## src/design/rmcr_pkg.sv

```systemverilog
// Package of constants for the retimer misc and output swing control registers.
// Functional notes
// - Termination select sits at bits 4:3 of the first register, resets to 00, 10 reserved.
// - In pin configuration mode, termination writes are ignored and the strap pin is shown.
// - Bit 2 of the first register selects bridge speed, 0 for 100 kbps and 1 for 400 kbps.
// - A source-side write to target 0xA8 offset 0x20 copies its bit 1 into the clock-ratio flag.
// - Clock-ratio flag 0 means clock is one tenth of bit rate, 1 means one fortieth.
// - Bit 0 of the first register at 1 disables training and keeps legacy modes only.
// - Setting training off forces the one-fortieth clock-ratio mode.
// - Bits 7:5 of the second register set data swing in eight steps, reset 000.
// - Bits 4:2 of the second register set clock swing with the same encoding.
// - Bits 1:0 of the second register set de-emphasis, retimer mode only, 10 and 11 reserved.
// - De-emphasis mirrors its strap pin and ignores writes in pin configuration mode.
// - Termination, de-emphasis and swing take effect only when the commit bit is written.
// - In one-fortieth mode the clock swing is halved unless the half-swing inhibit is 1.
`default_nettype none

package rmcr_pkg;

    localparam logic [7:0] RMCR_MISC_OFFSET = 8'h0B;
    localparam logic [7:0] RMCR_SWING_OFFSET = 8'h0C;
    localparam int RMCR_TERM_LSB = 3;
    localparam int RMCR_SPEED_BIT = 2;
    localparam int RMCR_RATIO_BIT = 1;
    localparam int RMCR_TRAIN_BIT = 0;
    localparam int RMCR_DSWING_LSB = 5;
    localparam int RMCR_CSWING_LSB = 2;
    localparam int RMCR_DEEMPH_LSB = 0;
    localparam logic [1:0] RMCR_TERM_RESET = 2'h0;
    localparam logic [2:0] RMCR_SWING_RESET = 3'h0;
    localparam logic [1:0] RMCR_DEEMPH_RESET = 2'h0;
    localparam logic [6:0] RMCR_SNOOP_TARGET = 7'h54;
    localparam logic [7:0] RMCR_SNOOP_OFFSET = 8'h20;
    localparam int RMCR_SNOOP_BIT = 1;
    localparam int RMCR_CLK_MHZ = 200;
    localparam int RMCR_HPD_LOW_US = 2000;
    localparam int RMCR_HPD_LOW_CYCLES = RMCR_HPD_LOW_US * RMCR_CLK_MHZ;

endpackage

`default_nettype wire

```

## src/design/rmcr_regs.sv

```systemverilog
// Misc link control and output swing control registers with snooped clock-ratio flag.
`default_nettype none

module rmcr_regs (
    input wire logic SYS_CLK,
    input wire logic SRST,
    input wire logic REG_WR,
    input wire logic [7:0] REG_ADDR,
    input wire logic [7:0] REG_WDATA,
    output logic [7:0] REG_RDATA,
    input wire logic CONFIG_FROM_REGS,
    input wire logic [1:0] TERM_STRAP,
    input wire logic [1:0] DEEMPH_STRAP,
    input wire logic SOURCE_SCL,
    input wire logic SOURCE_SDA,
    input wire logic SINK_HOTPLUG,
    input wire logic COMMIT,
    input wire logic CLOCK_HALF_SWING_INHIBIT,
    input wire logic RETIMER_MODE,
    output logic [1:0] TX_TERMINATION_SELECT,
    output logic BRIDGE_SPEED_SELECT,
    output logic CLOCK_RATIO_FLAG,
    output logic TRAINING_OFF,
    output logic [2:0] DATA_LANE_SWING_ADJUST,
    output logic [2:0] CLOCK_LANE_SWING_ADJUST,
    output logic CLOCK_SWING_HALF,
    output logic [1:0] POSTCURSOR_DEEMPH_WEIGHT
);

    ////////////////////////////////////////////////////////////////////////////////////////////
    // Pin synchronisers: two flops before logic reads the config, strap, channel, hot-plug and commit levels.
    logic [8:0] sync1, sync2;
    logic pin_mode, hpd, scl_s, sda_s;
    logic [1:0] term_pin, deemph_pin;

    always_ff @(posedge SYS_CLK) begin
        sync1 <= {CONFIG_FROM_REGS, TERM_STRAP, DEEMPH_STRAP, SOURCE_SCL, SOURCE_SDA,
            SINK_HOTPLUG, COMMIT};
        sync2 <= sync1;
    end

    // Pin configuration mode is a low select.
    assign pin_mode = ~sync2[8];
    assign term_pin = sync2[7:6];
    assign deemph_pin = sync2[5:4];
    assign scl_s = sync2[3];
    assign sda_s = sync2[2];
    assign hpd = sync2[1];

    ////////////////////////////////////////////////////////////////////////////////////////////
    // Source-side channel watcher.
    logic snoop_hit, snoop_value;

    rmcr_snoop u_snoop (
        .clk(SYS_CLK),
        .srst(SRST),
        .scl(scl_s),
        .sda(sda_s),
        .hit(snoop_hit),
        .hit_value(snoop_value)
    );

    ////////////////////////////////////////////////////////////////////////////////////////////
    // Register state.
    logic [1:0] term, next_term;
    logic speed, next_speed;
    logic ratio, next_ratio;
    logic train_off, next_train_off;
    logic [2:0] dswing, next_dswing;
    logic [2:0] cswing, next_cswing;
    logic [1:0] deemph, next_deemph;
    logic [31:0] low_cnt, next_low_cnt;
    logic commit_d, next_commit_d;
    logic [1:0] next_out_term, next_out_deemph;
    logic [2:0] next_out_dswing, next_out_cswing;
    logic next_half;
    logic [7:0] next_rdata;
    logic wr_misc, wr_swing, hpd_expired, commit_pulse;

    // Address decode, used for both writes and reads.
    function automatic logic hits(input logic [7:0] a, input logic [7:0] off);
        hits = (a == off);
    endfunction

    assign wr_misc = REG_WR & hits(REG_ADDR, rmcr_pkg::RMCR_MISC_OFFSET);
    assign wr_swing = REG_WR & hits(REG_ADDR, rmcr_pkg::RMCR_SWING_OFFSET);
    assign hpd_expired = (low_cnt > rmcr_pkg::RMCR_HPD_LOW_CYCLES);
    assign commit_pulse = sync2[0] & ~commit_d;

    // Next values of the stored fields.
    always_comb begin
        next_term = term;
        next_speed = speed;
        next_ratio = ratio;
        next_train_off = train_off;
        next_dswing = dswing;
        next_cswing = cswing;
        next_deemph = deemph;
        next_commit_d = sync2[0];
        if (pin_mode) begin
            next_term = term_pin;
            next_deemph = deemph_pin;
        end
        if (wr_misc) begin
            if (!pin_mode) begin
                next_term = REG_WDATA[rmcr_pkg::RMCR_TERM_LSB +: 2];
            end
            next_speed = REG_WDATA[rmcr_pkg::RMCR_SPEED_BIT];
            next_ratio = REG_WDATA[rmcr_pkg::RMCR_RATIO_BIT];
            next_train_off = REG_WDATA[rmcr_pkg::RMCR_TRAIN_BIT];
        end
        if (wr_swing) begin
            next_dswing = REG_WDATA[rmcr_pkg::RMCR_DSWING_LSB +: 3];
            next_cswing = REG_WDATA[rmcr_pkg::RMCR_CSWING_LSB +: 3];
            if (!pin_mode) begin
                next_deemph = REG_WDATA[rmcr_pkg::RMCR_DEEMPH_LSB +: 2];
            end
        end
        // Snooped writes win over host writes; expiry of hot-plug clears.
        if (snoop_hit) begin
            next_ratio = snoop_value;
        end
        if (hpd_expired) begin
            next_ratio = 1'b0;
        end
        if (next_train_off) begin
            next_ratio = 1'b1;
        end
    end

    // Hot-plug low timer, saturating just past the limit.
    always_comb begin
        next_low_cnt = 32'h0;
        if (!hpd) begin
            next_low_cnt = hpd_expired ? low_cnt : low_cnt + 32'h1;
        end
    end

    // Applied analog values change only on commit; halving follows the ratio flag.
    always_comb begin
        next_out_term = TX_TERMINATION_SELECT;
        next_out_deemph = POSTCURSOR_DEEMPH_WEIGHT;
        next_out_dswing = DATA_LANE_SWING_ADJUST;
        next_out_cswing = CLOCK_LANE_SWING_ADJUST;
        if (commit_pulse) begin
            next_out_term = term;
            next_out_deemph = RETIMER_MODE ? deemph : rmcr_pkg::RMCR_DEEMPH_RESET;
            next_out_dswing = dswing;
            next_out_cswing = cswing;
        end
        next_half = ratio & ~CLOCK_HALF_SWING_INHIBIT;
    end

    // Read data; reserved bits read zero.
    always_comb begin
        next_rdata = 8'h00;
        if (hits(REG_ADDR, rmcr_pkg::RMCR_MISC_OFFSET)) begin
            next_rdata = {3'h0, term, speed, ratio, train_off};
        end else if (hits(REG_ADDR, rmcr_pkg::RMCR_SWING_OFFSET)) begin
            next_rdata = {dswing, cswing, deemph};
        end
    end

    // Registers of every group.
    always_ff @(posedge SYS_CLK) begin
        if (SRST) begin
            term <= rmcr_pkg::RMCR_TERM_RESET;
            speed <= 1'b0;
            ratio <= 1'b0;
            train_off <= 1'b0;
            dswing <= rmcr_pkg::RMCR_SWING_RESET;
            cswing <= rmcr_pkg::RMCR_SWING_RESET;
            deemph <= rmcr_pkg::RMCR_DEEMPH_RESET;
            low_cnt <= 32'h0;
            commit_d <= 1'b0;
            TX_TERMINATION_SELECT <= rmcr_pkg::RMCR_TERM_RESET;
            POSTCURSOR_DEEMPH_WEIGHT <= rmcr_pkg::RMCR_DEEMPH_RESET;
            DATA_LANE_SWING_ADJUST <= rmcr_pkg::RMCR_SWING_RESET;
            CLOCK_LANE_SWING_ADJUST <= rmcr_pkg::RMCR_SWING_RESET;
            CLOCK_SWING_HALF <= 1'b0;
            BRIDGE_SPEED_SELECT <= 1'b0;
            CLOCK_RATIO_FLAG <= 1'b0;
            TRAINING_OFF <= 1'b0;
            REG_RDATA <= 8'h00;
        end else begin
            term <= next_term;
            speed <= next_speed;
            ratio <= next_ratio;
            train_off <= next_train_off;
            dswing <= next_dswing;
            cswing <= next_cswing;
            deemph <= next_deemph;
            low_cnt <= next_low_cnt;
            commit_d <= next_commit_d;
            TX_TERMINATION_SELECT <= next_out_term;
            POSTCURSOR_DEEMPH_WEIGHT <= next_out_deemph;
            DATA_LANE_SWING_ADJUST <= next_out_dswing;
            CLOCK_LANE_SWING_ADJUST <= next_out_cswing;
            CLOCK_SWING_HALF <= next_half;
            BRIDGE_SPEED_SELECT <= speed;
            CLOCK_RATIO_FLAG <= ratio;
            TRAINING_OFF <= train_off;
            REG_RDATA <= next_rdata;
        end
    end
endmodule

`default_nettype wire

```

## src/design/rmcr_snoop.sv

```systemverilog
// Passive watcher of the source-side channel that reports writes to the ratio offset.
`default_nettype none

module rmcr_snoop (
    input wire logic clk,
    input wire logic srst,
    input wire logic scl,
    input wire logic sda,
    output logic hit,
    output logic hit_value
);

    typedef enum {RMCR_IDLE, RMCR_ADDR, RMCR_OFFS, RMCR_DATA, RMCR_SKIP} rmcr_snoop_t;

    rmcr_snoop_t state, next_state;
    logic scl_d, sda_d;
    logic [3:0] cnt, next_cnt;
    logic [7:0] sh, next_sh;
    logic match, next_match;
    logic next_hit, next_hit_value;
    logic rise, start, stop;

    // Edge and bus condition detection on already synchronised lines.
    assign rise = scl & ~scl_d;
    assign start = scl & scl_d & sda_d & ~sda;
    assign stop = scl & scl_d & ~sda_d & sda;

    // Bit counting and byte decoding; the ninth clock of each byte is the acknowledge.
    always_comb begin
        next_state = state;
        next_cnt = cnt;
        next_sh = sh;
        next_match = match;
        next_hit = 1'b0;
        next_hit_value = hit_value;
        if (start) begin
            next_state = RMCR_ADDR;
            next_cnt = 4'h0;
        end else if (stop) begin
            next_state = RMCR_IDLE;
        end else if (rise && state != RMCR_IDLE && state != RMCR_SKIP) begin
            if (cnt == 4'h8) begin
                next_cnt = 4'h0;
                case (state)
                    RMCR_ADDR: begin
                        next_state = (sh == {rmcr_pkg::RMCR_SNOOP_TARGET, 1'b0}) ?
                            RMCR_OFFS : RMCR_SKIP;
                    end
                    RMCR_OFFS: begin
                        next_match = (sh == rmcr_pkg::RMCR_SNOOP_OFFSET);
                        next_state = RMCR_DATA;
                    end
                    RMCR_DATA: begin
                        next_match = 1'b0;
                        if (match) begin
                            next_hit = 1'b1;
                            next_hit_value = sh[rmcr_pkg::RMCR_SNOOP_BIT];
                        end
                    end
                    default: begin
                        next_state = RMCR_IDLE;
                    end
                endcase
            end else begin
                next_sh = {sh[6:0], sda};
                next_cnt = cnt + 4'h1;
            end
        end
    end

    // State registers of the watcher.
    always_ff @(posedge clk) begin
        scl_d <= scl;
        sda_d <= sda;
        if (srst) begin
            state <= RMCR_IDLE;
            cnt <= 4'h0;
            sh <= 8'h00;
            match <= 1'b0;
            hit <= 1'b0;
            hit_value <= 1'b0;
        end else begin
            state <= next_state;
            cnt <= next_cnt;
            sh <= next_sh;
            match <= next_match;
            hit <= next_hit;
            hit_value <= next_hit_value;
        end
    end

endmodule

`default_nettype wire

```

## config.mk

```make
export PLATFORM = sky130hd
export DESIGN_NAME = rmcr_regs
export DESIGN_NICKNAME = d
export VERILOG_FILES = /design/src/design/rmcr_pkg.sv /design/src/design/rmcr_regs.sv /design/src/design/rmcr_snoop.sv
export SDC_FILE = /design/constraint.sdc
export NUM_CORES = 1
export LEC_CHECK = 0
export ABC_AREA = 1
export BUFFER_PORTS_ARGS = -buffer_cell sky130_fd_sc_hd__buf_2
export CAP_MARGIN = 20
export CORE_UTILIZATION = 50
export DETAILED_ROUTE_END_ITERATION = 10
export PLACE_DENSITY = 0.8
export RECOVER_POWER = 100
export SLEW_MARGIN = 25
export SYNTH_ARGS = -nofsm -noshare
export SYNTH_HDL_FRONTEND = slang
export SYNTH_SLANG_ARGS = --single-unit
export TNS_END_PERCENT = 50
```

## constraint.sdc

```tcl
create_clock -name SYS_CLK -period 1.81 [get_ports SYS_CLK]
set_clock_uncertainty 0.05 [all_clocks]
set_input_delay 0.4525 -clock SYS_CLK [delete_from_list [all_inputs] [get_ports SYS_CLK]]
set_output_delay 0.4525 -clock SYS_CLK [all_outputs]
set_load 0.05 [all_outputs]
```

[Word-level counts from Yosys, hierarchy flattened]
Cells that the tools add are included.
Operators by class
  add/sub/neg operators: 2
  magnitude comparators: 1
  equal/unequal tests: 10
  mux-type cells: 23
  bitwise operators: 21
  reductions and logical operators: 18
Operators with widths (count)
  $pmux 32 s3: 1
  $eq 32x2->1 const B: 2
  $add 32x1->32 const B: 1
  $eq 32x1->1 const B: 1
  $gt 32x19->1 const B: 1
  $ne 32x4->1 const B: 1
  $reduce_bool 32->1: 1
  $eq 8x4->1 const B: 2
  $mux 2: 7
  $not 1->1: 11
  $and 1x1->1: 10
  $mux 1: 10
  $mux 5: 2
  $eq 8x6->1 const B: 1
  $eq 8x8->1 const B: 1
  $reduce_and 3->1: 2
  $reduce_and 6->1: 1
  $reduce_bool 3->1: 2
  $reduce_or 3->1: 2
  $reduce_or 6->1: 1
  $reduce_and 5->1: 1
  $add 4x1->4 const B: 1
  $eq 4x4->1 const B: 1
  $mux 4: 1
  9 further kinds: 11
Word-level totals
  register bits: 135

[Longest topological paths before layout]
  depth after elaboration: 7
  depth in mapped cells: 11

[Cells and area by module]
Synthesis repeated with hierarchy kept, for this count alone.
Second synthesis, totals
  cells, all modules: 564
  area, all modules: 4449.3 um2
Modules (own cells, without submodules)
  rmcr_regs: instances 1, cells each 425, area each 3474.6 um2
  rmcr_snoop: instances 1, cells each 139, area each 974.7 um2

[Least setup slack after synthesis]
Ideal clock, no wire load.
  path kind: input-to-reg
  start: input port REG_ADDR[7]
  end: register cswing[0]
  library setup time: 0.120 ns
  arrival time: 1.359 ns
  data required time: 1.640 ns
  slack: 0.281 ns
  stages: 6
  buffers on the path: 0
  cells stage by stage: nor2_1 -> nand2_1 -> nor3b_4 -> clkinv_1 -> o21ai_0 -> a21oi_1
Between the ends
  cells in the longest elaborated chain, start to end: 2
RTL lines
  start, declared: RTL line rmcr_regs.sv:8  | input wire logic [7:0] REG_ADDR,
  $eq 8x4->1: RTL line rmcr_regs.sv:82  | hits = (a == off);
  $and 1x1->1: RTL line rmcr_regs.sv:86  | assign wr_swing = REG_WR & hits(REG_ADDR, rmcr_pkg::RMCR_SWING_OFFSET);
  end signal, assigned: RTL line rmcr_regs.sv:172  | cswing <= rmcr_pkg::RMCR_SWING_RESET;
  end signal, assigned: RTL line rmcr_regs.sv:191  | cswing <= next_cswing;
  end, declared: RTL line rmcr_regs.sv:70  | logic [2:0] cswing, next_cswing;
No other way between the ends.
A chain may end at the register's enable or synchronous reset.

[Worst setup path after layout]
  start: register REG_RDATA[3]
  end: output port REG_RDATA[3]
RTL lines
  start, declared: RTL line rmcr_regs.sv:10  | output logic [7:0] REG_RDATA,
  start signal, assigned: RTL line rmcr_regs.sv:203  | REG_RDATA <= next_rdata;
No word-level cell between the ends.

==> metrics.md <==
| Metric | Value |
|---|---|
| Most frequent cells in the layout | 106 x dfxtp_1, 81 x nor2_1, 69 x nand2_1 |
| Area Growth Syn to Fin | 12.4% |
| Overall power | 4.00 mW |
| Crit Path Class | register to output port |
| Status | completed |
| Area leader, netlist | dfxtp_1 |
| Share of the synthesized area in the top cell type | 0.495 |
| CTS sink count | 106 |
| DR iter-0 viols | 89 |
| Commonest non-fill, non-tap cell in the layout | dfxtp_1 |
| Final Core Density | 0.584 |
| Die area | 0.00895 mm² |
| Area contributors post-synth | dfxtp_1 49%, nor2_1 6.9%, nand3_1 5.6%, nand2_1 5.6%, inv_1 5.1% |
| Global-route usage over all layers | 0.208 |
| Rel. slew slack | 0.463 |
| Vias per cell | 5.10 |
| Pint | 3.00 mW |
| Number of nets in the layout | 632 |
| Peak supply drop | 0.503 mV |
| Final setup fails | 0 |
| Routed WL | 8530 µm |
| First-pass GRT wire length | 14700 µm |
| Vias in the first global route | 3501 |
| Required time worst endpoint | 1.31 ns |
| Delay-heaviest family, CP | buffers and inverters |
| Hold_buf cts | 0 |
| Slew Viols, Final | 0 |
| Sequential power share | 0.602 |
| Slowest stage cell, crit path | clkbuf_1 |
| GRT overflow | 0 |
| Logic pwr share | 0.052 |
| Post-DR wirelength/cell | 12.0 µm |
| Netlist cell types | 33 |
| Synthesized Nets | 571 |
| Reg clk slew, reported paths | 0.11 ns |
| P_sw | 1.00 mW |
| Diodes inserted | 0 |
| Reg2reg setup slack | 0.16 ns |
| I/O pins | 52 |
| Largest net degree at the start of global routing | 33 |
| Placed cell area | 0.00470 mm² |
| Final Hold Viols | 0 |
| Largest stage delay, worst path | 0.46 ns |
| Hold Slack | 0.125 ns |
| Post-CTS setup buffer count | 0 |
| Final HPWL DP | 6170 µm |
| Metal1 wirelength | 3960 µm |
| CP Data Arrival Time | 1.16 ns |
| Share of power burned in the clock network | 0.346 |
| LEAKAGE | 1.89 nW |
| RSZ-0062 raised after global routing | yes |
| Routability cong. | 0.970 |
| TritonCTS Buffers | 9 |
| Worst Path Buf+Inv | 1 |
| H-tree level count | 3 |
| Longest Clk Path Bufs | 2 |
| Fmax | 0.603 GHz |
| Ys Warns | 0 |
| Post-Syn Area | 0.00429 mm² |
| Worst min-delay path class | input port to register |
| Layout cells sized above 1 | 0.187 |
| Setup ws final | 0.151 ns |
| First-pass DRT Iterations | 4 |
| Syn_area_per_cell | 7.99 µm² |
| CTS tree | yes |
| Met2 wire len | 4100 µm |
| Design area | 0.00482 mm² |
| Initial core utilization | 0.520 |
| Core Footprint | 0.00826 mm² |
| Max Cap Viol | 0 |
| Fin crit share | 0.917 |
| Worst Path Max Fanout | 1 |
| Post-layout min period | 1.66 ns |
| Residual DRC count | 0 |
| Sequential element share of the synthesized area | 0.495 |
| Pre-CTS WS | 0.0919 ns |
| Worst-Skew Late Latency | 0.37 ns |
| Vias | 3608 |
| PortBufs | 51 |
| Die width | 94.6 µm |
| Initial antenna violation count | 0 |
| WL met3 | 348 µm |
| Switching Share | 0.250 |
| Root Driver | clkbuf_8 |
| Synth Register Bits | 106 |
| Die Ht | 94.6 µm |
| Max layer used | met4 |
| Pwr dens | 830 mW/mm² |
| CP startpoint kind | register |
| Worst Max-Slew Pin Slew | 0.805 ns |
| Row Count | 33 |
| Antenna Nets Post-Route | 0 |
| Syn Inst Count | 537 |
| Worst path cell trace | clkbuf_1 |
| Critical Path Sink Type | output port |
-- cell type report --
class	instances	area, µm²
clock inverters	6	48.8
multi-input cells	352	1810
clock buffers	10	138
inverters	65	248
repair buffers	64	328
fillers	749	3440
well taps	105	131
flip-flops and latches	106	2120
-- synth_stat cells --
master,count
buf_8,2
nor2_1,79
buf_1,1
clkbuf_1,7
inv_1,58
nand4_1,9
inv_2,4
dfxtp_1,106
nor2_2,6
nor2_4,1
buf_6,1
clkinv_1,3
a21oi_2,19
a21boi_0,1
nor3b_4,1
nand2_4,3
ha_1,4
o21ai_0,34
xnor2_1,5
a31oi_1,1
nor4_1,1
nand2_2,20
nand3b_1,2
buf_2,3
xor2_1,9
nand2_1,64
nor3_2,1
o211ai_1,1
and3_1,1
o21ai_1,1
nor3_1,11
a21oi_1,30
nand3_1,48
-- cells by family (layout without fill, tap and decap cells) --
family                     after synthesis  count (layout)  synth area share
and+or+nand+nor                        247             247             0.269
adders and majority gates                4               4            0.0117
xor gates and xnor gates                14              14            0.0286
AOI/OAI and AO/OA                       87              87             0.120
buffers and inverters                   79             145            0.0770
DFF                                    106             106             0.495
-- per-layer routing --
metal | vias to the layer above | GRT usage
met1 | 1681 | 0.248
met3 | 12 | 0.0467
met2 | 64 | 0.366
met4 | 0 | 0.0745
li1 | 1851 | -
met5 | - | 0
-- path summary, 6_finish.rpt --
check	start	endpoint	depth (start not counted)
worst min-delay path	COMMIT	sync1[0]	1
worst max register to register	low_cnt[0]	low_cnt[10]	7
worst max-delay path	REG_RDATA[3]	REG_RDATA[3]	1
worst min register to register	sync1[2]	sync2[2]	0
-- repair_timing --
item                                   CTS  global route
setup endpoints to repair                0             5
resized for setup                        0             2
endpoints found under the hold margin    0             0
-- sequential cells by signal, indices dropped and copies added (netlist names), 2 cells and up, named ones only --
register,count
DATA_LANE_SWING_ADJUST,3
u_snoop.cnt,4
sync1,9
POSTCURSOR_DEEMPH_WEIGHT,2
deemph,2
u_snoop.state,3
REG_RDATA,8
TX_TERMINATION_SELECT,2
u_snoop.sh,8
dswing,3
sync2,9
cswing,3
low_cnt,32
CLOCK_LANE_SWING_ADJUST,3
-- power by group through the flow --
stage / Sequential (mW) / Clock (mW) / Combinational (mW)
final: 2.41 / 1.38 / 0.208
after global routing: 2.42 / 1.51 / 0.231
after CTS: 2.41 / 1.41 / 0.218
after detailed placement: 2.46 / 0 / 0.217
after global placement: 2.46 / 0 / 0.211
after floorplan: 2.50 / 0 / 0.0914
-- metrics by stage --
| stage | cells | setup TNS (ns) |
|---|---|---|
| 6_report | 708 | 0 |
| 5_1_grt | 708 | -0.0512 |
| 4_1_cts | 708 | 0 |
| 3_5_place_dp | 692 | 0 |
| 3_3_place_gp | 692 | 0 |
| 2_1_floorplan | 537 | 0 |
No activity file was read; power rests on OpenSTA's default activity.
